==> config.mk <==
export PLATFORM = sky130hd
export DESIGN_NAME = abs_boot_sel
export DESIGN_NICKNAME = d
export VERILOG_FILES = /design/src/pkg/abs_pkg.sv /design/src/pkg/abs_flash_if.sv /design/src/rtl/abs_sig_check.sv /design/src/rtl/abs_boot_sel.sv
export SDC_FILE = /design/constraint.sdc
export NUM_CORES = 1
export LEC_CHECK = 0
export BUFFER_PORTS_ARGS = -buffer_cell sky130_fd_sc_hd__buf_2
export CAP_MARGIN = 20
export CORE_MARGIN = 5
export CORE_UTILIZATION = 39
export CTS_CLUSTER_DIAMETER = 60
export DETAILED_ROUTE_END_ITERATION = 16
export GPL_ROUTABILITY_DRIVEN = 0
export PLACE_DENSITY = 0.78
export SLEW_MARGIN = 25
export SYNTH_ARGS = -nofsm -noshare
export SYNTH_HDL_FRONTEND = slang
export SYNTH_SLANG_ARGS = --single-unit
export TNS_END_PERCENT = 10
==> constraint.sdc <==
create_clock -name clk_in -period 5.2 [get_ports clk_in]
set_input_delay 0 -clock clk_in [delete_from_list [all_inputs] [get_ports clk_in]]
set_output_delay 0 -clock clk_in [all_outputs]
set_load 0.02 [all_outputs]
==> src/pkg/abs_pkg.sv <==
/*
 * Constants and types for the alternate boot selector: strap codes,
 * preset register values, signature addresses and the indicator map.
 * Assumes nothing beyond a SystemVerilog compiler.
 */
package abs_pkg;
    // ==========================================================
    // Strap decoding
    typedef enum logic [3:0] {
        ABS_MODE_NORMAL = 4'h1,
        ABS_MODE_BSL    = 4'h2,
        ABS_MODE_ALT    = 4'h4,
        ABS_MODE_TEST   = 4'h8
    } abs_mode_t;

    localparam logic [1:0] ABS_STRAP_ALT    = 2'h1;
    localparam logic [1:0] ABS_STRAP_BSL    = 2'h2;
    localparam logic [1:0] ABS_STRAP_NORMAL = 2'h3;

    // ==========================================================
    // Preset values
    localparam logic [15:0] ABS_SYSCFG_ALT    = 16'h0404;
    localparam logic [15:0] ABS_SYSCFG_RESET  = 16'h0000;
    localparam logic [15:0] ABS_XPSEL_ALT     = 16'h002d;
    localparam logic [15:0] ABS_XPSEL_RESET   = 16'h0000;
    localparam logic [15:0] ABS_CP_ALT        = 16'hfa00;
    localparam logic [15:0] ABS_STACK_UNDERFLOW_LIMIT_ALT     = 16'hfa00;
    localparam logic [15:0] ABS_SP_ALT        = 16'hfa40;
    localparam logic [15:0] ABS_STACK_OVERFLOW_LIMIT_ALT     = 16'hfc00;
    localparam logic [15:0] ABS_STK_RESET     = 16'h0000;
    localparam logic [15:0] ABS_BUSCFG_RESET  = 16'h0000;
    localparam int          ABS_FLASH_EN_BIT  = 10;
    localparam int          ABS_BYTE_DIS_BIT  = 9;
    localparam int          ABS_EXTENSION_PERIPH_ENABLE_BIT      = 2;
    localparam int          ABS_BUS_ACT_BIT   = 10;
    localparam int          ABS_LATCH_LEN_BIT = 9;
    localparam int          ABS_BUS_TYPE_FIELD_LO       = 6;

    // ==========================================================
    // Signature locations and start addresses (24-bit), reread values (16-bit)
    localparam logic [23:0] ABS_USR_OP0  = 24'h000000;
    localparam logic [23:0] ABS_USR_OP1  = 24'h001ffc;
    localparam logic [23:0] ABS_USR_REF  = 24'h001ffe;
    localparam logic [23:0] ABS_ALT_OP0  = 24'h090000;
    localparam logic [23:0] ABS_ALT_OP1  = 24'h091ffc;
    localparam logic [23:0] ABS_ALT_REF  = 24'h091ffe;
    localparam logic [23:0] ABS_VEC_BASE = 24'h000000;
    localparam logic [23:0] ABS_ALT_ENTRY = 24'h090000;
    localparam logic [15:0] ABS_SEL_ZERO = 16'h0000;
    localparam logic [15:0] ABS_SEL_ONES = 16'hffff;

    // Outcome of the boot sequence
    typedef enum logic [3:0] {
        ABS_GO_NONE   = 4'h0,
        ABS_GO_USER   = 4'h1,
        ABS_GO_ALTERN = 4'h2,
        ABS_GO_BSL    = 4'h4,
        ABS_GO_SELECT = 4'h8
    } abs_go_t;

    // ==========================================================
    // Register map
    localparam logic [15:0] ABS_ADDR_INDICATOR = 16'hfe0a;
    localparam logic [15:0] ABS_ADDR_SYSCFG    = 16'hff12;
    localparam logic [15:0] ABS_ADDR_XPSEL     = 16'hf024;
    localparam logic [15:0] ABS_ADDR_BUSCFG    = 16'hff0c;
    localparam logic [15:0] ABS_ADDR_STATUS    = 16'hfe0c;
    localparam int          ABS_ALT_FLAG_BIT   = 5;
endpackage

==> src/pkg/abs_flash_if.sv <==
/*
 * Flash read port between the selector and its signature checker.
 * Assumes one clock domain; read data arrive one cycle after the request.
 */
`timescale 1ns/1ps
`default_nettype none
interface abs_flash_if;
    logic        rd;
    logic [23:0] addr;
    logic [15:0] data;
    logic        start;
    logic        busy;
    abs_pkg::abs_go_t go;
    logic        done;
    modport chk (output rd, output addr, input data, input start,
                 output busy, output go, output done);
    modport top (input rd, input addr, output data, output start,
                 input busy, input go, input done);
endinterface
`default_nettype wire

==> src/rtl/abs_sig_check.sv <==
/*
 * Signature integrity checker: reads operand and reference words,
 * decides where execution continues after an alternate boot.
 * Assumes flash data one cycle after each read request.
 */
`timescale 1ns/1ps
`default_nettype none
module abs_sig_check (
    input  wire logic clk_in,    // Core clock
    input  wire logic nrst_in,   // Async reset, active low
    abs_flash_if.chk  fl         // Flash port and handshake
);
    import abs_pkg::*;

    typedef enum logic [3:0] {
        ABS_C_IDLE = 4'h1,
        ABS_C_REQ  = 4'h2,
        ABS_C_WAIT = 4'h4,
        ABS_C_DONE = 4'h8
    } abs_cst_t;

    abs_cst_t    st_q, st_d;
    logic [2:0]  idx_q, idx_d;
    logic [15:0] sum_q, sum_d;
    abs_go_t     go_q, go_d;
    logic [23:0] addr_c;
    logic [15:0] sig_c;

    // ==========================================================
    // Read sequence
    always_comb begin
        case (idx_q)
            3'h0:    addr_c = ABS_USR_OP0;
            3'h1:    addr_c = ABS_USR_OP1;
            3'h2:    addr_c = ABS_USR_REF;
            3'h3:    addr_c = ABS_ALT_OP0;
            3'h4:    addr_c = ABS_ALT_OP1;
            3'h5:    addr_c = ABS_ALT_REF;
            default: addr_c = ABS_USR_OP1;
        endcase
    end

    assign sig_c = {sum_q[15:8], ~sum_q[7:0]};

    always_comb begin
        st_d  = st_q;
        idx_d = idx_q;
        sum_d = sum_q;
        go_d  = go_q;
        case (st_q)
            // Done holds the outcome until the next alternate boot restarts it
            ABS_C_IDLE, ABS_C_DONE: begin
                if (fl.start) begin
                    st_d  = ABS_C_REQ;
                    idx_d = 3'h0;
                    go_d  = ABS_GO_NONE;
                end
            end
            ABS_C_REQ: st_d = ABS_C_WAIT;
            ABS_C_WAIT: begin
                st_d  = ABS_C_REQ;
                idx_d = idx_q + 3'h1;
                case (idx_q)
                    3'h0, 3'h3: sum_d = fl.data;
                    3'h1, 3'h4: sum_d = sum_q + fl.data;
                    3'h2: if (sig_c == fl.data) begin
                        go_d = ABS_GO_USER;
                        st_d = ABS_C_DONE;
                    end
                    3'h5: if (sig_c == fl.data) begin
                        go_d = ABS_GO_ALTERN;
                        st_d = ABS_C_DONE;
                    end
                    default: begin
                        st_d = ABS_C_DONE;
                        if (fl.data == ABS_SEL_ZERO || fl.data == ABS_SEL_ONES)
                            go_d = ABS_GO_BSL;
                        else
                            go_d = ABS_GO_SELECT;
                    end
                endcase
            end
            default:    st_d = ABS_C_IDLE;
        endcase
    end

    always_ff @(posedge clk_in or negedge nrst_in) begin
        if (!nrst_in) begin
            st_q  <= ABS_C_IDLE;
            idx_q <= 3'h0;
            sum_q <= 16'h0000;
            go_q  <= ABS_GO_NONE;
        end else begin
            st_q  <= st_d;
            idx_q <= idx_d;
            sum_q <= sum_d;
            go_q  <= go_d;
        end
    end

    assign fl.rd   = (st_q == ABS_C_REQ);
    assign fl.addr = addr_c;
    assign fl.busy = (st_q == ABS_C_REQ) || (st_q == ABS_C_WAIT);
    assign fl.done = (st_q == ABS_C_DONE);
    assign fl.go   = go_q;

    a_sig_order: assert property (@(posedge clk_in) disable iff (!nrst_in)
        fl.rd |-> ##1 (!fl.rd && fl.busy))
        else $error("flash read repeated back to back");
    a_done_outcome: assert property (@(posedge clk_in) disable iff (!nrst_in)
        fl.done |-> (fl.go != ABS_GO_NONE))
        else $error("check finished without an outcome");
endmodule
`default_nettype wire

==> src/rtl/abs_boot_sel.sv <==
/*
 * Boot mode selector: latches straps at reset release, decodes the mode,
 * presets system registers for alternate boot and runs the signature
 * check. Assumes straps, flash data and bus strobes synchronous to clk_in;
 * the external reset is seen as a synchronous level.
 */
`timescale 1ns/1ps
`default_nettype none

// Summary of operation
// - Straps latched at reset rising edge; 01 selects alternate boot
// - Code 11 runs an ordinary reset with no loader
// - Code 10 starts standard loader and clears the alternate flag
// - Any other code selects internal test modes
// - Bootstrap modes map test flash and vectors at address zero
// - First flash region never serves fetches; second region serves all
// - All interrupts held off during alternate boot
// - Alternate boot presets system config 0404 and peripheral select 002d
// - Context pointer, underflow fa00; stack pointer fa40; overflow fc00
// - Bootstrap forces flash enable bit 10; byte disable follows width strap
// - Bus config zero clear if access pin high, else bits 10,9, type strapped
// - Peripheral select and enable bit writable until end of init
// - Watchdog off in alternate boot; its reset becomes software reset
// - Alternate boot ends only by software or hardware reset
// - Valid alternate signature starts code at 09'0000
// - User signature uses 00'0000, 00'1ffc and reference 00'1ffe
// - Alternate signature uses 09'0000, 09'1ffc and reference 09'1ffe
// - Add operands, invert low byte, compare with reference
// - Alternate boot picks its reset sequence from signature results
// - Read-only alternate flag bit 5 at fe0a, set until next reset
// - No valid signature: reread 00'1ffc; 0000 or ffff go to loader
module abs_boot_sel (
    input  wire logic             clk_in,          // Core clock, 200 MHz
    input  wire logic             nrst_in,         // Async reset, active low
    input  wire logic             ext_reset_in,    // External reset input level
    input  wire logic [1:0]       config_port_low_in, // Mode straps
    input  wire logic             wide_bus_in,     // Data width strap
    input  wire logic [1:0]       bus_type_in,     // Bus type straps
    input  wire logic             external_access_pin_in, // External access level
    input  wire logic             sw_reset_in,     // Software reset pulse
    input  wire logic             wdt_reset_in,    // Watchdog reset request
    input  wire logic             end_of_init_in,  // End of init executed
    input  wire logic             fetch_in,        // Access is a code fetch
    input  wire logic             region_one_in,   // Access hits first flash
    input  wire logic [15:0]      flash_data_in,   // Flash read data
    input  wire logic [15:0]      addr_in,         // Register address
    input  wire logic [15:0]      wdata_in,        // Register write data
    input  wire logic             wr_in,           // Write strobe
    input  wire logic             rd_in,           // Read strobe
    output logic [15:0]           rdata_out,       // Read data
    output logic                  flash_rd_out,    // Flash read request
    output logic [23:0]           flash_addr_out,  // Flash read address
    output abs_pkg::abs_mode_t    mode_out,        // Decoded boot mode
    output abs_pkg::abs_go_t      go_out,          // Chosen reset sequence
    output logic [23:0]           start_addr_out,  // Execution start address
    output logic                  test_flash_map_out, // Test flash at zero
    output logic                  fetch_deny_out,  // Fetch refused
    output logic                  irq_enable_out,  // Interrupts allowed
    output logic                  wdt_enable_out,  // Watchdog allowed
    output logic                  sw_reset_out,    // Software reset request
    output logic                  hw_seq_out,      // Ordinary reset sequence
    output logic [15:0]           context_pointer_out, // Context pointer
    output logic [15:0]           stack_pointer_out,   // Stack pointer
    output logic [15:0]           stack_underflow_limit_out, // Underflow limit
    output logic [15:0]           stack_overflow_limit_out   // Overflow limit
);
    import abs_pkg::*;

    abs_flash_if fl ();

    // ==========================================================
    // Strap capture
    logic        rst_in_q;
    logic        latch_c;
    abs_mode_t   mode_q, mode_d;
    logic        alt_flag_q, alt_flag_d;
    logic        sw_rst_q, sw_rst_d;
    logic        start_q, start_d;

    assign latch_c = ext_reset_in && !rst_in_q;

    always_comb begin
        mode_d     = mode_q;
        alt_flag_d = alt_flag_q;
        start_d    = 1'b0;
        if (latch_c) begin
            case (config_port_low_in)
                ABS_STRAP_ALT: begin
                    mode_d     = ABS_MODE_ALT;
                    alt_flag_d = 1'b1;
                    start_d    = 1'b1;
                end
                ABS_STRAP_BSL: begin
                    mode_d     = ABS_MODE_BSL;
                    alt_flag_d = 1'b0;
                end
                ABS_STRAP_NORMAL: begin
                    mode_d     = ABS_MODE_NORMAL;
                    alt_flag_d = 1'b0;
                end
                default: begin
                    mode_d     = ABS_MODE_TEST;
                    alt_flag_d = 1'b0;
                end
            endcase
        end else if (sw_reset_in || sw_rst_q) begin
            // only a reset leaves alternate boot
            mode_d     = ABS_MODE_NORMAL;
            alt_flag_d = 1'b0;
        end
    end

    // watchdog reset turned into software reset
    assign sw_rst_d = wdt_reset_in && (mode_q == ABS_MODE_ALT);

    always_ff @(posedge clk_in or negedge nrst_in) begin
        if (!nrst_in) begin
            // Starts high: a strap latch needs a low phase after release
            rst_in_q   <= 1'b1;
            mode_q     <= ABS_MODE_NORMAL;
            alt_flag_q <= 1'b0;
            sw_rst_q   <= 1'b0;
            start_q    <= 1'b0;
        end else begin
            rst_in_q   <= ext_reset_in;
            mode_q     <= mode_d;
            alt_flag_q <= alt_flag_d;
            sw_rst_q   <= sw_rst_d;
            start_q    <= start_d;
        end
    end

    assign fl.start = start_q;
    assign fl.data  = flash_data_in;

    abs_sig_check u_chk (
        .clk_in  (clk_in),
        .nrst_in (nrst_in),
        .fl      (fl)
    );

    // ==========================================================
    // Presets and configuration registers
    logic [15:0] syscfg_q, syscfg_d;
    logic [15:0] xpsel_q, xpsel_d;
    logic [15:0] buscfg_q, buscfg_d;
    logic [15:0] cp_q, cp_d, sp_q, sp_d, stack_underflow_limit_q, stack_underflow_limit_d, stack_overflow_limit_q, stack_overflow_limit_d;
    logic        locked_q, locked_d;
    logic [15:0] rdata_d;
    logic        boot_c;
    abs_go_t     go_q;

    assign boot_c = (mode_d == ABS_MODE_ALT) || (mode_d == ABS_MODE_BSL);

    always_comb begin
        syscfg_d = syscfg_q;
        xpsel_d  = xpsel_q;
        buscfg_d = buscfg_q;
        cp_d     = cp_q;
        sp_d     = sp_q;
        stack_underflow_limit_d  = stack_underflow_limit_q;
        stack_overflow_limit_d  = stack_overflow_limit_q;
        locked_d = locked_q || end_of_init_in;
        if (latch_c) begin
            locked_d = 1'b0;
            syscfg_d = ABS_SYSCFG_RESET;
            xpsel_d  = ABS_XPSEL_RESET;
            if (mode_d == ABS_MODE_ALT) begin
                syscfg_d = ABS_SYSCFG_ALT;
                xpsel_d  = ABS_XPSEL_ALT;
                cp_d     = ABS_CP_ALT;
                stack_underflow_limit_d  = ABS_STACK_UNDERFLOW_LIMIT_ALT;
                sp_d     = ABS_SP_ALT;
                stack_overflow_limit_d  = ABS_STACK_OVERFLOW_LIMIT_ALT;
            end
            if (boot_c) begin
                syscfg_d[ABS_FLASH_EN_BIT] = 1'b1;
                syscfg_d[ABS_BYTE_DIS_BIT] = !wide_bus_in;
            end
            buscfg_d = ABS_BUSCFG_RESET;
            if (!external_access_pin_in) begin
                buscfg_d[ABS_BUS_ACT_BIT]   = 1'b1;
                buscfg_d[ABS_LATCH_LEN_BIT] = 1'b1;
                buscfg_d[ABS_BUS_TYPE_FIELD_LO +: 2]  = bus_type_in;
            end
        end else if (wr_in && !locked_q) begin
            if (addr_in == ABS_ADDR_XPSEL)
                xpsel_d = wdata_in;
            if (addr_in == ABS_ADDR_SYSCFG)
                syscfg_d[ABS_EXTENSION_PERIPH_ENABLE_BIT] = wdata_in[ABS_EXTENSION_PERIPH_ENABLE_BIT];
        end
        rdata_d = 16'h0000;
        if (rd_in) begin
            case (addr_in)
                ABS_ADDR_INDICATOR: rdata_d[ABS_ALT_FLAG_BIT] = alt_flag_q;
                ABS_ADDR_SYSCFG:    rdata_d = syscfg_q;
                ABS_ADDR_XPSEL:     rdata_d = xpsel_q;
                ABS_ADDR_BUSCFG:    rdata_d = buscfg_q;
                ABS_ADDR_STATUS:    rdata_d = {8'h00, go_q, mode_q};
                default:            rdata_d = 16'h0000;
            endcase
        end
    end

    // ==========================================================
    // Output stage
    logic [23:0] start_addr_d;

    always_comb begin
        case (fl.go)
            ABS_GO_ALTERN: start_addr_d = ABS_ALT_ENTRY;  // entry
            default:       start_addr_d = ABS_VEC_BASE;
        endcase
    end

    always_ff @(posedge clk_in or negedge nrst_in) begin
        if (!nrst_in) begin
            syscfg_q  <= ABS_SYSCFG_RESET;
            xpsel_q   <= ABS_XPSEL_RESET;
            buscfg_q  <= ABS_BUSCFG_RESET;
            cp_q      <= ABS_STK_RESET;
            sp_q      <= ABS_STK_RESET;
            stack_underflow_limit_q   <= ABS_STK_RESET;
            stack_overflow_limit_q   <= ABS_STK_RESET;
            locked_q  <= 1'b0;
            rdata_out <= 16'h0000;
            go_q      <= ABS_GO_NONE;
            start_addr_out     <= ABS_VEC_BASE;
            flash_rd_out       <= 1'b0;
            flash_addr_out     <= ABS_USR_OP0;
            test_flash_map_out <= 1'b0;
            fetch_deny_out     <= 1'b0;
            irq_enable_out     <= 1'b1;
            wdt_enable_out     <= 1'b1;
            sw_reset_out       <= 1'b0;
            hw_seq_out         <= 1'b0;
        end else begin
            syscfg_q  <= syscfg_d;
            xpsel_q   <= xpsel_d;
            buscfg_q  <= buscfg_d;
            cp_q      <= cp_d;
            sp_q      <= sp_d;
            stack_underflow_limit_q   <= stack_underflow_limit_d;
            stack_overflow_limit_q   <= stack_overflow_limit_d;
            locked_q  <= locked_d;
            rdata_out <= rdata_d;
            go_q      <= fl.go;
            start_addr_out <= start_addr_d;
            flash_rd_out   <= fl.rd;
            flash_addr_out <= fl.addr;
            // test flash at zero in boot modes
            test_flash_map_out <= boot_c;
            fetch_deny_out <= fetch_in && region_one_in;
            irq_enable_out <= (mode_d != ABS_MODE_ALT);
            wdt_enable_out <= !boot_c;
            sw_reset_out   <= sw_rst_q;
            hw_seq_out     <= (mode_d == ABS_MODE_NORMAL);
        end
    end

    assign mode_out                  = mode_q;
    assign go_out                    = go_q;
    assign context_pointer_out       = cp_q;
    assign stack_pointer_out         = sp_q;
    assign stack_underflow_limit_out = stack_underflow_limit_q;
    assign stack_overflow_limit_out  = stack_overflow_limit_q;

    // ==========================================================
    // Checks
    a_alt_entry_flag: assert property (@(posedge clk_in) disable iff (!nrst_in)
        (latch_c && config_port_low_in == ABS_STRAP_ALT) |=> alt_flag_q)
        else $error("alternate strap did not set flag");
    a_bsl_clear: assert property (@(posedge clk_in) disable iff (!nrst_in)
        (latch_c && config_port_low_in == ABS_STRAP_BSL) |=> !alt_flag_q)
        else $error("loader strap left flag set");
    a_test_mode: assert property (@(posedge clk_in) disable iff (!nrst_in)
        (latch_c && config_port_low_in == 2'h0) |=> mode_q == ABS_MODE_TEST)
        else $error("test strap not decoded");
    a_alt_presets: assert property (@(posedge clk_in) disable iff (!nrst_in)
        (latch_c && config_port_low_in == ABS_STRAP_ALT) |=>
        (sp_q == ABS_SP_ALT && stack_overflow_limit_q == ABS_STACK_OVERFLOW_LIMIT_ALT && cp_q == ABS_CP_ALT))
        else $error("stack presets wrong");
    a_syscfg_lock: assert property (@(posedge clk_in) disable iff (!nrst_in)
        (locked_q && !latch_c) |=> $stable(xpsel_q))
        else $error("peripheral select changed after lock");
    a_irq_off: assert property (@(posedge clk_in) disable iff (!nrst_in)
        (mode_q == ABS_MODE_ALT) ##1 (mode_q == ABS_MODE_ALT) |-> !irq_enable_out)
        else $error("interrupts enabled in alternate boot");
    a_wdt_to_sw: assert property (@(posedge clk_in) disable iff (!nrst_in)
        (wdt_reset_in && mode_q == ABS_MODE_ALT) |-> ##2 sw_reset_out)
        else $error("watchdog reset not converted");
    a_fetch_deny: assert property (@(posedge clk_in) disable iff (!nrst_in)
        (fetch_in && region_one_in) |=> fetch_deny_out)
        else $error("fetch from first region allowed");
    a_flag_ro: assert property (@(posedge clk_in) disable iff (!nrst_in)
        (wr_in && !latch_c && !sw_reset_in && !sw_rst_q) |=> $stable(alt_flag_q))
        else $error("flag changed by write");
    a_wdt_off: assert property (@(posedge clk_in) disable iff (!nrst_in)
        (mode_q == ABS_MODE_ALT) |-> !wdt_enable_out)
        else $error("watchdog enabled in alternate boot");
    c_alt_boot: cover property (@(posedge clk_in) go_q == ABS_GO_ALTERN);
    c_user_boot: cover property (@(posedge clk_in) go_q == ABS_GO_USER);
    c_bsl_boot: cover property (@(posedge clk_in) go_q == ABS_GO_BSL);
    c_select_boot: cover property (@(posedge clk_in) go_q == ABS_GO_SELECT);
endmodule
`default_nettype wire

# After elaboration in Yosys (flattened, before gate mapping)
# Cells that the tools add are included.
totals:
  register_bits: 149
  inputBits: 64
classes:
  add_sub_neg: 2
  n_eq_ne: 29
  muxes: 38
  bitwise_logic: 1
  n_reduce_logical: 31
ops:
  columns: ["operator", "count"]
  rows:
  - ["$pmux W20 S5", 1]
  - ["$eq A16 B16 Y1 const B", 6]
  - ["$mux W16", 4]
  - ["$pmux W10 S4", 1]
  - ["$pmux W4 S3", 3]
  - ["$mux W4", 8]
  - ["$pmux W16 S2", 1]
  - ["$mux W20", 1]
  - ["$add A16 B16 Y16", 1]
  - ["$eq A16 B16 Y1", 1]
  - ["$logic_not A16 Y1", 1]
  - ["$pmux W4 S2", 2]
  - ["$pmux W5 S3", 1]
  - ["$eq A4 B2 Y1 const B", 3]
  - ["$eq A4 B3 Y1 const B", 3]
  - ["$reduce_bool A2 Y1", 6]
  - ["$mux W11", 1]
  - ["$reduce_and A2 Y1", 5]
  - ["$eq A4 B1 Y1 const B", 2]
  - ["$mux W1", 8]
  - ["$not A8 Y8", 1]
  - ["$reduce_or A2 Y1", 4]
  - ["$eq A3 B2 Y1 const B", 2]
  - ["$eq A3 B3 Y1 const B", 2]
  - ["other kinds (19)", 33]

# Logic depth before layout (Yosys ltp)
depth:
  ltp_word: 6
  ltp_mapped: 9

# By module
# Synthesis repeated with hierarchy kept, for this count alone.
hier_totals:
  cells_unflattened: 604
  hier_area_um2: 6132.1
modules_own_cells:
  columns: ["module", "n_inst", "cells_each", "area_per_inst_um2", "seq_area_each_um2"]
  rows:
  - ["abs_boot_sel", 1, 314, 3683.5, 2107.0]
  - ["abs_sig_check", 1, 290, 2448.6, 676.9]

# Worst setup path after synthesis
# Ideal clock, no wire load.
synth_path:
  kind: "reg2reg"
  from: "reg u_chk.sum_q[0]"
  to: "reg u_chk.sum_q[14]"
  arrival_ns: 2.081
  required_time_ns: 5.064
  setup_slack_ns: 2.983
  stages_incl_launch_ff: 10
  path_buffers: 0
  period_less_slack_ns: 2.217
  path_cell_list: "dfrtp_1 > ha_1 > fa_1 > a21o_1 > nand4_1 > nand2_1 > a311oi_1 > o21ai_0 > xnor2_1 > a21oi_1"
synth_via:
  elab_chain_cells: 2
synth_rtl:
  columns: ["element", "line_no", "rtl"]
  rows:
  - ["start: declaration", "abs_sig_check.sv:24", "logic [15:0] sum_q, sum_d;"]
  - ["start signal: assignment", "abs_sig_check.sv:96", "sum_q <= sum_d;"]
  - ["$add A16 B16 Y16", "abs_sig_check.sv:65", "3'h1, 3'h4: sum_d = sum_q + fl.data;"]
  - ["$pmux W16 S2", "abs_sig_check.sv:63", "case (idx_q)"]
# No other way between the ends.
# A chain may end at the register's enable or synchronous reset.

# Worst setup path after layout
layout_path:
  from: "reg u_chk.st_q[3]"
  to: "reg u_chk.sum_q[8]"
layout_via:
  elab_chain_cells: 2
layout_rtl:
  columns: ["element", "line_no", "rtl"]
  rows:
  - ["start: declaration", "abs_sig_check.sv:22", "abs_cst_t st_q, st_d;"]
  - ["start signal: assignment", "abs_sig_check.sv:94", "st_q <= st_d;"]
  - ["$eq A4 B3 Y1", null, null]
  - ["$reduce_and A2 Y1 (no line)", null, null]
# No other way between the ends.

==> results.json <==
{
  "run_status": "finished clean",
  "r2r_start": "u_chk.st_q[3]",
  "r2r_slack_ps": 2650,
  "final_common_cell": "buf_2",
  "clk_pin_slew_ps": 70,
  "cp_slowest_cell": "nand2_1",
  "cts_buffer_depth": 2,
  "grt_util_all_layers": 0.155,
  "drive_gt1_frac": 0.250,
  "total_power_uw": 1630,
  "worst_pin_slew_ps": 997,
  "cp.arrival_ps": 2840,
  "firstDrtPassIters": 4,
  "row_count": 42,
  "post_drt_wl_per_cell_um": 15.0,
  "final_cell_mix": "134 x buf_2, 85 x dfrtp_1, 71 x conb_1",
  "die_x_um": 127,
  "cts_tree": "yes",
  "vias": 4212,
  "initial_core_util": 0.402,
  "min_from": "flash_data_in[3]",
  "grt-ovfl-total": 0,
  "dieArea_um2": 16200,
  "synth.distinct_cells": 56,
  "grt_pass1_vias": 4123,
  "crit_path_cell_trace": "nand2b_1, nor3_1, nand2_1, nor2_1, nand3_1, nand3_1",
  "clk_latency_ps": 350,
  "postCtsSetupBuffers": 0,
  "hold_viol_final": 0,
  "synth_area_leader_cell": "dfrtp_1",
  "clock.fmax_mhz": 392,
  "seqPwrFrac": 0.452,
  "whs_path_depth": 3,
  "maxSlewHeadroom": 0.329,
  "cts_buffers": 9,
  "nets": 768,
  "n_fill_cell": 1237,
  "antenna_found_initial": 0,
  "power.density_nw_per_um2": 258,
  "synthCells": 553,
  "hpwl_um": 9810,
  "min_path_type": "in -> reg",
  "grt_max_degree": 69,
  "final-setup-viol-count": 0,
  "avgSynthCellArea_um2": 9.70,
  "ys.flop_type": "dfrtp_1",
  "antenna_left": 0,
  "root_buffer": "clkbuf_16",
  "cts_resized": 0,
  "synth_edf_count": 0,
  "netlist.area_leader.share": 0.397,
  "drt_iter0_markers": 275,
  "rsz0062_at_grt": "no",
  "cp.required_ps": 5480,
  "slew_viol_final": 0,
  "cp-end-kind": "flop",
  "wl_um": 13000,
  "combPwrFrac": 0.159,
  "swShare": 0.295,
  "min_to": "u_chk.sum_q[3]",
  "ys_seq_area_frac": 0.421,
  "viasPerCell": 4.88,
  "wl_met1_um": 5210,
  "coreArea_um2": 13300,
  "switchingPower_uw": 481,
  "area_growth_syn_to_layout_pct": 17.7,
  "crit_path_max_incr_delay_ps": 590,
  "synth_area_um2": 5360,
  "drv_cap": 0,
  "leakage_uw": 0.00315,
  "final.min_clock_period_ps": 2550,
  "crit_path_start_kind": "flop",
  "reg2reg_depth": 6,
  "fin_skew_ps": 8.74,
  "cp_max_fo": 22,
  "tns_ps": 0,
  "crit_type": "reg -> reg",
  "grt_pass1_wl_um": 20500,
  "internal-power_uw": 1150,
  "clkSinkCount": 90,
  "die_y_um": 127,
  "drc": 0,
  "cts_max_level": 3,
  "numPortBuffers": 135,
  "antenna_cells": 0,
  "wl_met3_um": 1070,
  "r2r-end": "u_chk.sum_q[8]",
  "async_flop_share": 1.00,
  "yosys_warnings": 0,
  "path_common_cell": "nand3_1",
  "synth_area_leaders": "dfrtp_1 40%, buf_4 15%, ha_1 4.7%",
  "worst_ir_drop_vdd_mv": 0.161,
  "io_pins": 207,
  "fin_crit_sh": 0.491,
  "synth_seq_cells": 90,
  "power.share.clock": 0.389,
  "met2_length_um": 6540,
  "top_layer": "met4"
}
==> power groups by stage <==
stage          Clock, uW  Combinational (uW)  Sequential [uW]
3_5_place_dp           0                 234              750
3_3_place_gp           0                 231              749
2_1_floorplan          0                 201              752
4_1_cts              654                 257              737
5_1_grt              687                 284              739
6_report             635                 259              737
==> cell families (layout without fill, tap and decap cells) <==
family,Yosys count,after routing,share of synthesized area
adder cells (fa/ha/maj),21,21,0.0504
AND/OR/NAND/NOR,172,172,0.174
XOR/XNOR,12,12,0.0196
buffers and inverters,135,200,0.174
multiplexers,12,12,0.0238
AO/OA/AOI/OAI,110,110,0.137
flip-flops,90,90,0.421
other,1,71,0.000699
==> through the flow <==
step	setup WS, ps	hold slack [ps]	utilization	area [um^2]	cells
detailed placement	2710	-92.3	0.423	5650	811
global route	2360	46.9	0.473	6310	864
global placement	2840	-98.7	0.423	5650	811
finish	2650	22.6	0.473	6310	864
CTS	2670	7.49	0.473	6310	864
floorplan	2980	-296	-	5630	623
==> layer usage <==
layer | global-route usage | vias to the layer above
met3 | 0.0413 | 8
li1 | - | 2039
met2 | 0.265 | 167
met4 | 0.0404 | 0
met5 | 0 | -
met1 | 0.195 | 1998
==> layout make-up <==
type / instances / area, um^2 / area share
tap: 176 / 220 / 0.0349
multi-input combinational: 398 / 2440 / 0.386
inverter: 10 / 37.5 / 0.00595
clock buffer: 9 / 225 / 0.0357
sequential: 90 / 2260 / 0.358
timing repair buffer: 174 / 1060 / 0.168
clock inverter: 7 / 71.3 / 0.0113
==> flip-flops by register name, indices dropped and copies added (netlist names), 3 cells and up <==
name            count
rdata_out          16
u_chk.fl.go         4
buscfg_q            3
flash_addr_out      3
u_chk.idx_q         3
go_out              4
u_chk.sum_q        16
xpsel_q            16
mode_out            4
syscfg_q            3
u_chk.st_q          4
==> Yosys cell counts, drive strengths merged, types with 9 or more instances <==
library cell and n:
nand4 11, xnor2 10, and3 9, a22o 12, nand2 44, nor2b 11, clkbuf 12, o21ai 23
ha 20, dfrtp 85, a21oi 28, nor2 31, buf 113, nor3 14, or3 9, inv 10
==> worst max-delay path by stage <==
| stage | endpoint | cells past startpoint | slack [ps] | from |
|---|---|---|---|---|
| after floorplan | u_chk.sum_q[14] | 9 | 2980 | u_chk.sum_q[0] |
| after global placement | xpsel_q[5] | 7 | 2840 | addr_in[0] |
| after detailed placement | u_chk.sum_q[8] | 6 | 2710 | u_chk.st_q[3] |
| after CTS | u_chk.sum_q[8] | 6 | 2670 | u_chk.st_q[3] |
| after global routing | u_chk.sum_q[8] | 6 | 2360 | u_chk.st_q[3] |
| final | u_chk.sum_q[8] | 6 | 2650 | u_chk.st_q[3] |
==> what timing repair did <==
action,in CTS,in global routing
endpoints found under the hold margin,61,0
hold buffers,37,0
setup endpoints to repair,0,0
==> worst max-delay path, delay by kind of cell (launching register included) <==
| kind | cells | cell delay [ps] |
|---|---|---|
| DFF | 1 | 440 |
| and+or+nand+nor | 6 | 2060 |
Note: power is estimated with default switching activity, not from simulation.
